### src/mwt_map.svh
// register offsets, field positions and reset values of the microstep wave table
`ifndef MWT_MAP_SVH
`define MWT_MAP_SVH

// ==========================================================
// register byte offsets (word aligned)
`define MWT_OFS_WORD_BASE 8'h00
`define MWT_OFS_SEG       8'h20
`define MWT_OFS_START     8'h24
`define MWT_OFS_POS       8'h28
`define MWT_OFS_COIL      8'h2c

// ==========================================================
// field positions inside the readable words
`define MWT_COIL_TWO_LSB  16
`define MWT_HALF_TURN_BIT 9
`define MWT_ODD_QUAD_BIT  8

// ==========================================================
// reset values: default sine shape
`define MWT_WORD0_RST 32'haaaab554
`define MWT_WORD1_RST 32'h4a9554aa
`define MWT_WORD2_RST 32'h24492929
`define MWT_WORD3_RST 32'h10104222
`define MWT_WORD4_RST 32'hfbffffff
`define MWT_WORD5_RST 32'hb5bb777d
`define MWT_WORD6_RST 32'h49295556
`define MWT_WORD7_RST 32'h00404222
`define MWT_SEG_RST   32'hffff8056
`define MWT_START_RST 32'h00f70000
`define MWT_POS_RST   10'h000

`endif

### src/mwt_pkg.sv
// types shared by the microstep wave table
package mwt_pkg;

  // ==========================================================
  // segment select word: boundaries and slope codes
  typedef struct packed {
    logic [7:0] segment_boundary_third;
    logic [7:0] segment_boundary_second;
    logic [7:0] segment_boundary_first;
    logic [1:0] slope_code_seg_three;
    logic [1:0] slope_code_seg_two;
    logic [1:0] slope_code_seg_one;
    logic [1:0] slope_code_seg_zero;
  } mwt_seg_s;

  // ==========================================================
  // start word: reserved bytes always read zero
  typedef struct packed {
    logic [7:0] rsv_hi;
    logic [7:0] cosine_start_value;
    logic [7:0] rsv_lo;
    logic [7:0] sine_start_value;
  } mwt_start_s;

  // ==========================================================
  // both coil current values, signed
  typedef struct packed {
    logic signed [8:0] coil_two_current_value;
    logic signed [8:0] coil_one_current_value;
  } mwt_coil_s;

  // bus answer sequencing
  typedef enum logic [0:0] {
    BUS_IDLE,
    BUS_ACK
  } mwt_bus_e;

endpackage

### src/mwt_wave_table.sv
// microstep wave table: quarter wave store, expansion and coil current sequencer
`timescale 1ns/1ps
`include "mwt_map.svh"

// Contract
// - store first quadrant, mirror to full turn
// - 10-bit position counter addresses full wave
// - 256 single bits in eight 32-bit words
// - add slope, or slope plus one, per bit
// - slope codes mean -1, 0, 1 or 2
// - three boundaries split quadrant into four segments
// - every microstep updates both readable coil currents
// - sine start field gives value at zero
// - cosine start field gives 90 degree value
// - table resets to a sine shape
// - segment select resets to 128/255/255, 10/01/01/01
// - start word resets to 0 and 247
// - table words reset to printed patterns
module mwt_wave_table (
  input  wire logic              clk_sys,
  input  wire logic              nrst,
  input  wire logic [7:0]        address,
  input  wire logic              read,
  input  wire logic              write,
  input  wire logic [31:0]       writedata,
  input  wire logic [3:0]        byteenable,
  output logic      [31:0]       readdata,
  output logic                   waitrequest,
  input  wire logic              step_req,
  input  wire logic              step_dir,
  output logic      [9:0]        microstep_position_counter,
  output mwt_pkg::mwt_coil_s     coil_current
);
  import mwt_pkg::*;

  // ==========================================================
  // constants
  localparam logic [31:0] WORD_RST [8] = '{
    `MWT_WORD0_RST, `MWT_WORD1_RST, `MWT_WORD2_RST, `MWT_WORD3_RST,
    `MWT_WORD4_RST, `MWT_WORD5_RST, `MWT_WORD6_RST, `MWT_WORD7_RST
  };
  localparam logic [9:0] QUARTER = 10'h100; // phase offset of the second coil

  // ==========================================================
  // state
  logic        [31:0] wave_bits_word [8];      // quarter wave, one bit per entry
  logic        [31:0] next_wave_bits_word [8];
  mwt_seg_s           wave_segment_select;     // boundaries and slopes
  mwt_seg_s           next_wave_segment_select;
  mwt_start_s         wave_start_values;       // absolute start values
  mwt_start_s         next_wave_start_values;
  mwt_bus_e           bus_state;               // bus answer phase
  mwt_bus_e           next_bus_state;
  logic        [31:0] next_readdata;
  logic        [9:0]  pos;                     // microstep position
  logic        [9:0]  next_pos;
  logic signed [9:0]  sin_t;                   // table value, first coil
  logic signed [9:0]  next_sin_t;
  logic signed [9:0]  cos_t;                   // table value, second coil
  logic signed [9:0]  next_cos_t;
  mwt_coil_s          next_coil;
  logic        [255:0] wave_flat;              // table as one vector
  logic        [9:0]  cpos;                    // second coil position
  logic        [9:0]  next_cpos;

  // ==========================================================
  // helpers

  // table index of a position: odd quadrants run backwards
  function automatic logic [8:0] table_idx(logic [9:0] p);
    logic [8:0] k;
    k = {1'b0, p[7:0]};
    if (p[`MWT_ODD_QUAD_BIT]) begin
      k = 9'h100 - k;
    end
    return k;
  endfunction

  // increment from table index k to k+1
  function automatic logic signed [9:0] wave_inc(logic [255:0] bits, mwt_seg_s seg,
                                                 logic [7:0] k);
    logic [1:0] code;
    // segment choice by boundaries
    if (k < seg.segment_boundary_first) begin
      code = seg.slope_code_seg_zero;
    end else if (k < seg.segment_boundary_second) begin
      code = seg.slope_code_seg_one;
    end else if (k < seg.segment_boundary_third) begin
      code = seg.slope_code_seg_two;
    end else begin
      code = seg.slope_code_seg_three;
    end
    // code 0..3 means slope -1..2, entry bit adds one
    return $signed({8'h00, code}) - 10'sd1 + $signed({9'h000, bits[k]});
  endfunction

  // move a table value one position, either way
  function automatic logic signed [9:0] step_t(logic signed [9:0] t, logic [8:0] kc,
                                               logic [8:0] kn, logic [255:0] bits,
                                               mwt_seg_s seg);
    logic signed [9:0] r;
    if (kn > kc) begin
      r = t + wave_inc(bits, seg, kc[7:0]);
    end else begin
      r = t - wave_inc(bits, seg, kn[7:0]);
    end
    return r;
  endfunction

  // byte lane merge for writes
  function automatic logic [31:0] be_merge(logic [31:0] old, logic [31:0] wd, logic [3:0] be);
    logic [31:0] r;
    r = old;
    for (int i = 0; i < 4; i++) begin
      if (be[i]) begin
        r[i*8 +: 8] = wd[i*8 +: 8];
      end
    end
    return r;
  endfunction

  // ==========================================================
  // flatten the eight words into the 256 entries
  always_comb begin
    for (int i = 0; i < 8; i++) begin
      wave_flat[i*32 +: 32] = wave_bits_word[i];
    end
  end

  // handshake: one wait cycle for every access
  assign waitrequest = (read | write) & (bus_state == BUS_IDLE);

  assign microstep_position_counter = pos;
  assign cpos = pos + QUARTER;
  assign next_cpos = next_pos + QUARTER;

  // ==========================================================
  // register bus: decode, read mux and write merge
  always_comb begin
    next_bus_state = bus_state;
    next_readdata = readdata;
    next_wave_bits_word = wave_bits_word;
    next_wave_segment_select = wave_segment_select;
    next_wave_start_values = wave_start_values;
    unique case (bus_state)
      BUS_IDLE: begin
        // request seen, data prepared for the answer cycle
        if (read | write) begin
          next_bus_state = BUS_ACK;
        end
        if (read) begin
          next_readdata = 32'h0000_0000; // unmapped reads give zero
          if (address[7:5] == `MWT_OFS_WORD_BASE >> 5 && address[1:0] == 2'b00) begin
            next_readdata = wave_bits_word[address[4:2]];
          end else begin
            unique case (address)
              `MWT_OFS_SEG:   next_readdata = wave_segment_select;
              `MWT_OFS_START: next_readdata = wave_start_values;
              `MWT_OFS_POS:   next_readdata = {22'h000000, pos};
              `MWT_OFS_COIL: begin
                next_readdata = {{7{coil_current.coil_two_current_value[8]}},
                                 coil_current.coil_two_current_value,
                                 {7{coil_current.coil_one_current_value[8]}},
                                 coil_current.coil_one_current_value};
              end
              default: next_readdata = 32'h0000_0000;
            endcase
          end
        end
      end
      BUS_ACK: begin
        // write takes effect on the edge that ends the access, one cycle after the wait
        next_bus_state = BUS_IDLE;
        if (write) begin
          if (address[7:5] == `MWT_OFS_WORD_BASE >> 5 && address[1:0] == 2'b00) begin
            next_wave_bits_word[address[4:2]] =
              be_merge(wave_bits_word[address[4:2]], writedata, byteenable);
          end else if (address == `MWT_OFS_SEG) begin
            next_wave_segment_select = be_merge(wave_segment_select, writedata, byteenable);
          end else if (address == `MWT_OFS_START) begin
            next_wave_start_values = be_merge(wave_start_values, writedata, byteenable);
            // reserved bytes stay zero
            next_wave_start_values.rsv_hi = 8'h00;
            next_wave_start_values.rsv_lo = 8'h00;
          end
          // position and coil words are read only; others ignored
        end
      end
    endcase
  end

  // registers of the bus side
  always_ff @(posedge clk_sys) begin
    if (!nrst) begin
      bus_state <= BUS_IDLE;
      readdata <= 32'h0000_0000;
      wave_bits_word <= WORD_RST;
      wave_segment_select <= `MWT_SEG_RST;
      wave_start_values <= `MWT_START_RST;
    end else begin
      bus_state <= next_bus_state;
      readdata <= next_readdata;
      wave_bits_word <= next_wave_bits_word;
      wave_segment_select <= next_wave_segment_select;
      wave_start_values <= next_wave_start_values;
    end
  end

  // ==========================================================
  // sequencer: incremental walk, reload at zero, expansion
  // a table change between zero passes alters the increments at once; values match the new table only after the next pass
  always_comb begin
    next_pos = pos;
    next_sin_t = sin_t;
    next_cos_t = cos_t;
    if (step_req) begin
      next_pos = step_dir ? pos - 10'h001 : pos + 10'h001;
      if (next_pos == 10'h000) begin
        // absolute reload wipes drift from table edits
        next_sin_t = $signed({2'b00, wave_start_values.sine_start_value});
        next_cos_t = $signed({2'b00, wave_start_values.cosine_start_value});
      end else begin
        next_sin_t = step_t(sin_t, table_idx(pos), table_idx(next_pos),
                            wave_flat, wave_segment_select);
        next_cos_t = step_t(cos_t, table_idx(cpos), table_idx(next_cpos),
                            wave_flat, wave_segment_select);
      end
    end
    // second half turn is the negated first half
    next_coil.coil_one_current_value =
      9'(next_pos[`MWT_HALF_TURN_BIT] ? -next_sin_t : next_sin_t);
    next_coil.coil_two_current_value =
      9'(next_cpos[`MWT_HALF_TURN_BIT] ? -next_cos_t : next_cos_t);
  end

  // registers of the sequencer
  always_ff @(posedge clk_sys) begin
    if (!nrst) begin
      pos <= `MWT_POS_RST;
      sin_t <= 10'sd0;
      cos_t <= 10'sd0;
      coil_current <= '0;
    end else begin
      pos <= next_pos;
      sin_t <= next_sin_t;
      cos_t <= next_cos_t;
      coil_current <= next_coil;
    end
  end

  // ==========================================================
  // assertions
  a_pos_forward_wrap: assert property (@(posedge clk_sys) disable iff (!nrst)
    (step_req && !step_dir) |=> pos == 10'($past(pos) + 10'h001))
    else $error("position did not advance by one");

  a_zero_reload_sin: assert property (@(posedge clk_sys) disable iff (!nrst)
    (step_req && next_pos == 10'h000) |=>
      sin_t == $signed({2'b00, $past(wave_start_values.sine_start_value)}))
    else $error("sine value not reloaded at zero");

  a_zero_reload_cos: assert property (@(posedge clk_sys) disable iff (!nrst)
    (step_req && next_pos == 10'h000) |=>
      coil_current.coil_two_current_value ==
        9'($signed({2'b00, $past(wave_start_values.cosine_start_value)})))
    else $error("cosine value not reloaded at zero");

  a_slope_add: assert property (@(posedge clk_sys) disable iff (!nrst)
    (step_req && !step_dir && pos[9:8] == 2'b00) |=>
      sin_t == $past(sin_t) + $past(wave_inc(wave_flat, wave_segment_select, pos[7:0])))
    else $error("wrong increment in first quadrant");

  a_half_negate: assert property (@(posedge clk_sys) disable iff (!nrst)
    coil_current.coil_one_current_value == 9'(pos[9] ? -sin_t : sin_t))
    else $error("first coil sign does not follow half turn");

  a_coil_hold: assert property (@(posedge clk_sys) disable iff (!nrst)
    !step_req |=> $stable(coil_current) && $stable(pos))
    else $error("coil values changed without a microstep");

  a_bus_answer: assert property (@(posedge clk_sys) disable iff (!nrst)
    ((read || write) && waitrequest) |=> !waitrequest ##1 (bus_state == BUS_IDLE))
    else $error("bus answer not given after one wait cycle");

  a_reset_seg: assert property (@(posedge clk_sys) disable iff (!nrst)
    $rose(nrst) |-> wave_segment_select == `MWT_SEG_RST && wave_start_values == `MWT_START_RST)
    else $error("segment or start word not at default after reset");

  a_reset_table: assert property (@(posedge clk_sys) disable iff (!nrst)
    $rose(nrst) |-> wave_bits_word[0] == `MWT_WORD0_RST && wave_bits_word[7] == `MWT_WORD7_RST)
    else $error("table words not at default after reset");

endmodule

### config.mk
export PLATFORM = sky130hd
export DESIGN_NAME = mwt_wave_table
export DESIGN_NICKNAME = d
export VERILOG_FILES = /design/src/mwt_pkg.sv /design/src/mwt_wave_table.sv
export VERILOG_INCLUDE_DIRS = /design/src /design/src/src
export SDC_FILE = /design/constraint.sdc
export NUM_CORES = 2
export LEC_CHECK = 0
export ABC_AREA = 1
export ABC_CLOCK_PERIOD_IN_PS = 7000
export BUFFER_PORTS_ARGS = -buffer_cell sky130_fd_sc_hd__buf_2
export CAP_MARGIN = 20
export CORE_MARGIN = 2
export CORE_UTILIZATION = 31
export CTS_BUF_LIST = sky130_fd_sc_hd__clkbuf_8
export DETAILED_ROUTE_END_ITERATION = 7
export SYNTH_ARGS = -nofsm -noshare
export SYNTH_HDL_FRONTEND = slang
export SYNTH_SLANG_ARGS = --single-unit
### constraint.sdc
create_clock -name clk_sys -period 7 [get_ports clk_sys]
set_input_delay 0.35 -clock clk_sys [delete_from_list [all_inputs] [get_ports clk_sys]]
set_output_delay 0.35 -clock clk_sys [all_outputs]
set_load 0.01 [all_outputs]
# == After elaboration in Yosys (flattened, before gate mapping) ==
# Index checks and enable logic that the tools add are counted.
# classes
addsub,22
bitwise_logic,6
n_lt_le_gt_ge,20
n_eq_ne,4
n_mux,80
reduce_logical,13
# ops
op,n
bitwise mux 256 bit,1
two-way mux 32 bit,4
two-way mux 8 bit,16
case mux 32 bit (4 select lines),1
two-way mux 9 bit,14
binary-select mux 32 bit (select 3 bit),1
demux 32 bit (select 3 bit),1
less-than comparator 8 bit,12
two-way mux 10 bit,8
two-way mux 2 bit,24
less-than comparator 8 x 9 -> 1 bit (second input constant),4
subtractor 9 x 8 -> 9 bit (first input constant),4
binary-select mux 1 bit (select 8 bit),4
equality test 8 x 6 -> 1 bit (second input constant),4
adder 10 x 4 -> 10 bit,2
AND reduction 5 bit,4
subtractor 10 x 4 -> 10 bit,2
greater-than comparator 9 bit,2
negation 9 bit,2
adder 3 x 2 -> 4 bit,4
AND reduction 6 bit,2
subtractor 2 x 1 -> 3 bit (second input constant),4
adder 10 x 1 -> 10 bit (second input constant),1
adder 10 x 9 -> 10 bit (second input constant),1
other kinds (16),23
# word_totals
out_inout_bits,61
regBits,385

# == Longest topological paths before layout ==
# depth
word_depth,23
ltp_mapped,48

# == Worst setup path before layout ==
# Ideal clock, no wire load.
# synth_timing
path_type,register to register
from,reg pos[2] (netlist: microstep_position_counter[2])
to,reg coil_current[17] (netlist name)
arrival_time_ns,5.773
slack_ns,1.112
n_path_buf,0
t_required_ns,6.885
stages_incl_launch_ff,37
cell_sequence,dfxtp_1 ha_1 a21oi_2 o21ai_1 a21o_1 xor2_1 inv_1 o21ai_1 nor3_1 or2_2 xor2_1 ha_1 nand2_1 o21a_1 nand2_1 nand2_1 nand3_1 nand3_1 nand2_2 nand3b_1 nand2_1 inv_1 ha_1 inv_1 ha_1 or2_2 fa_1 nand2_1 a21oi_1 o22ai_2 ha_1 nand3_1 nor2_1 nand4_1 nand3_1 nand2_1 nor2_1
# synth_between
elab_chain_cells,23
word_cells_on_any_way,49
# synth_rtl
element,line,source
"start, declared",mwt_wave_table.sv:55,logic [9:0] pos;
"start signal, assigned",mwt_wave_table.sv:239,pos <= `MWT_POS_RST;
"start signal, assigned",mwt_wave_table.sv:244,pos <= next_pos;
adder 10 x 1 -> 10 bit / subtractor 10 x 1 -> 10 bit (equally long branches),mwt_wave_table.sv:217,next_pos = step_dir ? pos - 10'h001 : pos + 10'h001;
two-way mux 10 bit,mwt_wave_table.sv:217,
two-way mux 10 bit,mwt_wave_table.sv:216,if (step_req) begin
adder 10 x 9 -> 10 bit,mwt_wave_table.sv:135,assign next_cpos = next_pos + QUARTER;
subtractor 9 x 8 -> 9 bit,mwt_wave_table.sv:74,k = 9'h100 - k;
two-way mux 9 bit,mwt_wave_table.sv:73,if (p[`MWT_ODD_QUAD_BIT]) begin
two-way mux 9 bit,mwt_wave_table.sv:218,if (next_pos == 10'h000) begin
two-way mux 9 bit,mwt_wave_table.sv:216,
[... 7 more ...],--,
subtractor 2 x 1 -> 3 bit,mwt_wave_table.sv:94,"return $signed({8'h00, code}) - 10'sd1 + $signed({9'h000, bits[k]});"
adder 3 x 2 -> 4 bit,mwt_wave_table.sv:94,
subtractor 10 x 4 -> 10 bit,mwt_wave_table.sv:105,"r = t - wave_inc(bits, seg, kn[7:0]);"
two-way mux 10 bit,mwt_wave_table.sv:102,if (kn > kc) begin
two-way mux 10 bit,mwt_wave_table.sv:218,
two-way mux 10 bit,mwt_wave_table.sv:216,
negation 9 bit,mwt_wave_table.sv:233,9'(next_cpos[`MWT_HALF_TURN_BIT] ? -next_cos_t : next_cos_t);
two-way mux 9 bit *,mwt_wave_table.sv:233,
"end signal, assigned",mwt_wave_table.sv:247,coil_current <= next_coil;
"end, declared",mwt_wave_table.sv:32,output mwt_pkg::mwt_coil_s coil_current
# Every way passes the cells marked *; elsewhere a longest branch is shown, timed or not. The select of a mux whose other input is x is not followed.
# A chain may end at the register's enable or synchronous reset.

# == Worst setup path after layout ==
# layout_timing
from,reg pos[0] (netlist: microstep_position_counter[0])
to,reg coil_current[8] (netlist name)
# layout_between
elab_chain_cells,21
word_cells_on_any_way,47
# layout_rtl
element,line,source
adder 10 x 1 -> 10 bit / subtractor 10 x 1 -> 10 bit (equally long branches),mwt_wave_table.sv:217,
two-way mux 10 bit,mwt_wave_table.sv:217,
subtractor 9 x 8 -> 9 bit,mwt_wave_table.sv:74,
two-way mux 9 bit,mwt_wave_table.sv:73,
two-way mux 9 bit,mwt_wave_table.sv:218,
two-way mux 9 bit,mwt_wave_table.sv:216,
less-than comparator 8 bit,mwt_wave_table.sv:88,end else if (k < seg.segment_boundary_third) begin
two-way mux 2 bit,mwt_wave_table.sv:88,
[... 5 more ...],--,
subtractor 2 x 1 -> 3 bit,mwt_wave_table.sv:94,
adder 3 x 2 -> 4 bit,mwt_wave_table.sv:94,
subtractor 10 x 4 -> 10 bit,mwt_wave_table.sv:105,
two-way mux 10 bit,mwt_wave_table.sv:102,
two-way mux 10 bit,mwt_wave_table.sv:218,
two-way mux 10 bit,mwt_wave_table.sv:216,
negation 9 bit,mwt_wave_table.sv:231,9'(next_pos[`MWT_HALF_TURN_BIT] ? -next_sin_t : next_sin_t);
two-way mux 9 bit *,mwt_wave_table.sv:231,
# Marks and branches as above.

==> impl_metrics.csv <==
group,metric,value,unit
power_and_ir_drop,leakage,0.0158,uW
place,gp_congestion,1.04,
clock_network,cts_tree,"built",
floorplan,dieArea,101000,um2
floorplan,die_w,317,um
synth,yosys_warnings,0,
power_and_ir_drop,worst_ir_drop_vdd,0.225,mV
clock_network,clock-sinks,381,
timing,period_needed,6.49,ns
synth,ys_ff_latch,381,
setup_path,cp_common_cell,"nand2_1",
setup_path,critPathRequiredTime,7.62,ns
global_routing,grt_usage,0.288,
setup_path,r2r_start,"microstep_position_counter[0]$_SDFF_PN0_",
synth,synth.most_common_cell,"nand2_1",
timing,final.setup.tns,0,ns
floorplan,initial_core_util,0.314,
global_routing,grt_max_degree,223,
floorplan,die_h,317,um
timing,max_slew_margin,0.143,
setup_path,cp_slowest_stage_delay,0.49,ns
synth,synth_cell_types,61,
setup_path,r2r_cells,39,
timing,finClkSkew,0.0413,ns
outcome,status,"complete, no violations",
clock_network,root_buffer,"clkbuf_8",
power_and_ir_drop,powerDensity,346,nW/um2
setup_path,rrSetupSlack,0.51,ns
timing,slew_viol_final,0,
floorplan,coreArea,97000,um2
min_path,min_path_type,"in2reg",
timing,fmax,0.154,GHz
clock_network,clk_pin_slew,0.06,ns
synth,synth_largest_area_cell,"dfxtp_1",
setup_path,reg2reg_to,"coil_current[8]$_SDFF_PN0_",
floorplan,rows,114,
clock_network,numCtsBuffers,78,
synth,synthCells,4817,
timing,setup_viol,0,
power_and_ir_drop,power,12000,uW
routing,postRouteAntennaNets,0,
synth,ys.flop_type,"dfxtp_1",
clock_network,cts_buffer_depth,3,
timing,worstMarginPinSlew,1.27,ns
synth,syn_nets,5024,
synth,synth-edff-count,0,
clock_network,clk_latency,0.72,ns
global_routing,grt_pass1_vias,32700,
synth,avgSynthCellArea,6.32,um2
synth,yosysSeqAreaShare,0.250,
global_routing,antenna_found_initial,7,
routing,wire_per_inst,24.5,um
synth,synthTopCellsByArea,"dfxtp_1 (25%), nand2_1 (11%), o21ai_0 (9.5%), o211ai_1 (8.1%), inv_1 (7.1%)",
routing,via_count,35900,
setup_path,crit_path_top_delay_cell,"fa_1",
floorplan,pin_count,111,
routing,vias_per_cell,5.81,
synth,synth_top_area_share,0.250,
place,dp.final_hpwl,110,mm
routing,first_pass_iters,6,
setup_path,critPathLaunchType,"register",
finish,fin_util,0.357,
routing,drt_drc_violations_left,0,
synth,async_flop_share,0,
routing,wl,151,mm
setup_path,crit_end,"coil_current[8]$_SDFF_PN0_",
global_routing,grt_pass1_wl,220,mm
setup_path,startpoint,"microstep_position_counter[0]$_SDFF_PN0_",
run,max_cap_viol_count,0,
global_routing,overflow,0,
timing,final-hold-violation-count,0,
setup_path,crit_type,"reg2reg",
finish,fin_nets,5035,
routing,drt_first_iter_violations,5394,
synth,synth_area,30500,um2
finish,final_layout_size_suffix_gt1_frac,0.0982,
finish,area_delta_synth_final,13.6,%
setup_path,critPathArrivalTime,7.11,ns
setup_path,crit_fanout,58,
setup_path,crit_path_end_kind,"register",
timing,period_share,0.927,
clock_network,htreeDepth,3,
place,portBuffers,110,
synth,synthTopCellsByCount,"nand2_1 (929), o21ai_0 (580), inv_1 (579), a21oi_1 (432), dfxtp_1 (381)",
worst max-delay path, delay by kind of cell (launching register included):
kind / cells / cell delay [ns]
AO/OA/AOI/OAI: 7 / 1.08
adder cells (fa/ha/maj): 5 / 1.55
buffers and inverters: 5 / 0.62
AND/OR/NAND/NOR: 22 / 2.69
flip-flops: 1 / 0.41
flip-flops by register name (all words and copies together) (netlist names):
register and flops:
microstep_position_counter 10, coil_current 18, wave_bits_word 256, readdata 32, cos_t 8, wave_start_values 16, sin_t 8, wave_segment_select 32
bus_state 1
worst min-delay path by stage:
stage / startpoint / end / cells after the start
after floorplan: wave_segment_select[19]$_SDFFE_PN1P_ / wave_segment_select[19]$_SDFFE_PN1P_ / 2
after global placement: wave_segment_select[19]$_SDFFE_PN1P_ / wave_segment_select[19]$_SDFFE_PN1P_ / 2
after detailed placement: wave_segment_select[21]$_SDFFE_PN1P_ / wave_segment_select[21]$_SDFFE_PN1P_ / 2
after CTS: writedata[3] / wave_segment_select[3]$_SDFFE_PN0P_ / 3
after global routing: writedata[0] / wave_segment_select[0]$_SDFFE_PN0P_ / 3
final: writedata[3] / wave_segment_select[3]$_SDFFE_PN0P_ / 3
kinds of logic (layout without fill, tap and decap cells):
kind of cell	count (synthesis)	after routing	share of synthesized area
other	0	3	0
AND/OR/NAND/NOR	1591	1591	0.219
AO/OA/AOI/OAI	1689	1689	0.329
buffers and inverters	954	1024	0.121
adder cells (fa/ha/maj)	157	157	0.0662
flip-flops	381	381	0.250
XOR/XNOR	45	45	0.0139
layer usage:
metal | GRT usage | share of wire
met5 | 0 | 0.00032
met2 | 0.441 | 0.43
met1 | 0.372 | 0.40
met3 | 0.0584 | 0.10
met4 | 0.176 | 0.070
what timing repair did:
item | in CTS | in global routing
hold buffers | 31 | 0
resized for setup | 0 | 8
setup buffers | 0 | 0
endpoints found under the hold margin | 39 | 0
endpoints found under the setup margin | 0 | 8
cell type report:
cell class                 instances  area, um2
clock buffer                     105       1450
clock inverter                    34        224
fill                           10600      62400
sequential                       381       7630
inverter                         615       2320
timing repair buffer             270       2040
antenna                            3       7.51
multi-input combinational       3482      19300
tap                             1276       1600
report_power, final:
part	internal (uW)	switching (uW)	leakage [uW]
logic	2270	4790	0.0118
clock network	1390	1150	0.000928
registers	2270	116	0.00309
total	5930	6050	0.0158
layout by cell type (no fill, tap or decap), types with 7 or more instances in the layout:
cell type	synthesis	routed
clkinv_1	8	9
xor2_1	29	26
or2_2	15	15
o21a_1	16	16
dlygate4sd3_1	0	31
o21ai_1	55	50
nand2_1	929	927
o31ai_1	27	27
xnor2_1	12	12
clkbuf_8	0	106
ha_1	150	149
nor3_1	33	31
buf_2	48	109
a221oi_1	27	27
o21ai_0	580	579
o221ai_1	9	9
o22ai_1	93	93
nand2_2	9	10
inv_2	26	27
buf_12	0	13
dfxtp_1	381	379
nand4_1	13	13
inv_1	579	592
o211ai_1	330	330
a31oi_1	14	14
fa_1	7	7
a211oi_1	54	54
a21oi_1	432	432
buf_4	3	113
clkinv_2	0	9
nor2_1	210	207
o21ai_2	7	8
nand3_1	355	354
metrics by stage:
step / cell area (um2) / setup slack [ns] / cells / hold slack (ns)
floorplan: 30500 / 1.11 / 4817 / 0.429
global placement: 32500 / 0.374 / 5988 / 0.437
detailed placement: 32500 / 0.277 / 5991 / 0.462
CTS: 34500 / 0.468 / 6161 / 0.00822
global route: 34600 / -0.00935 / 6164 / 0.0498
finish: 34600 / 0.513 / 6166 / 0.0456
Note: power is estimated with default switching activity, not from simulation.
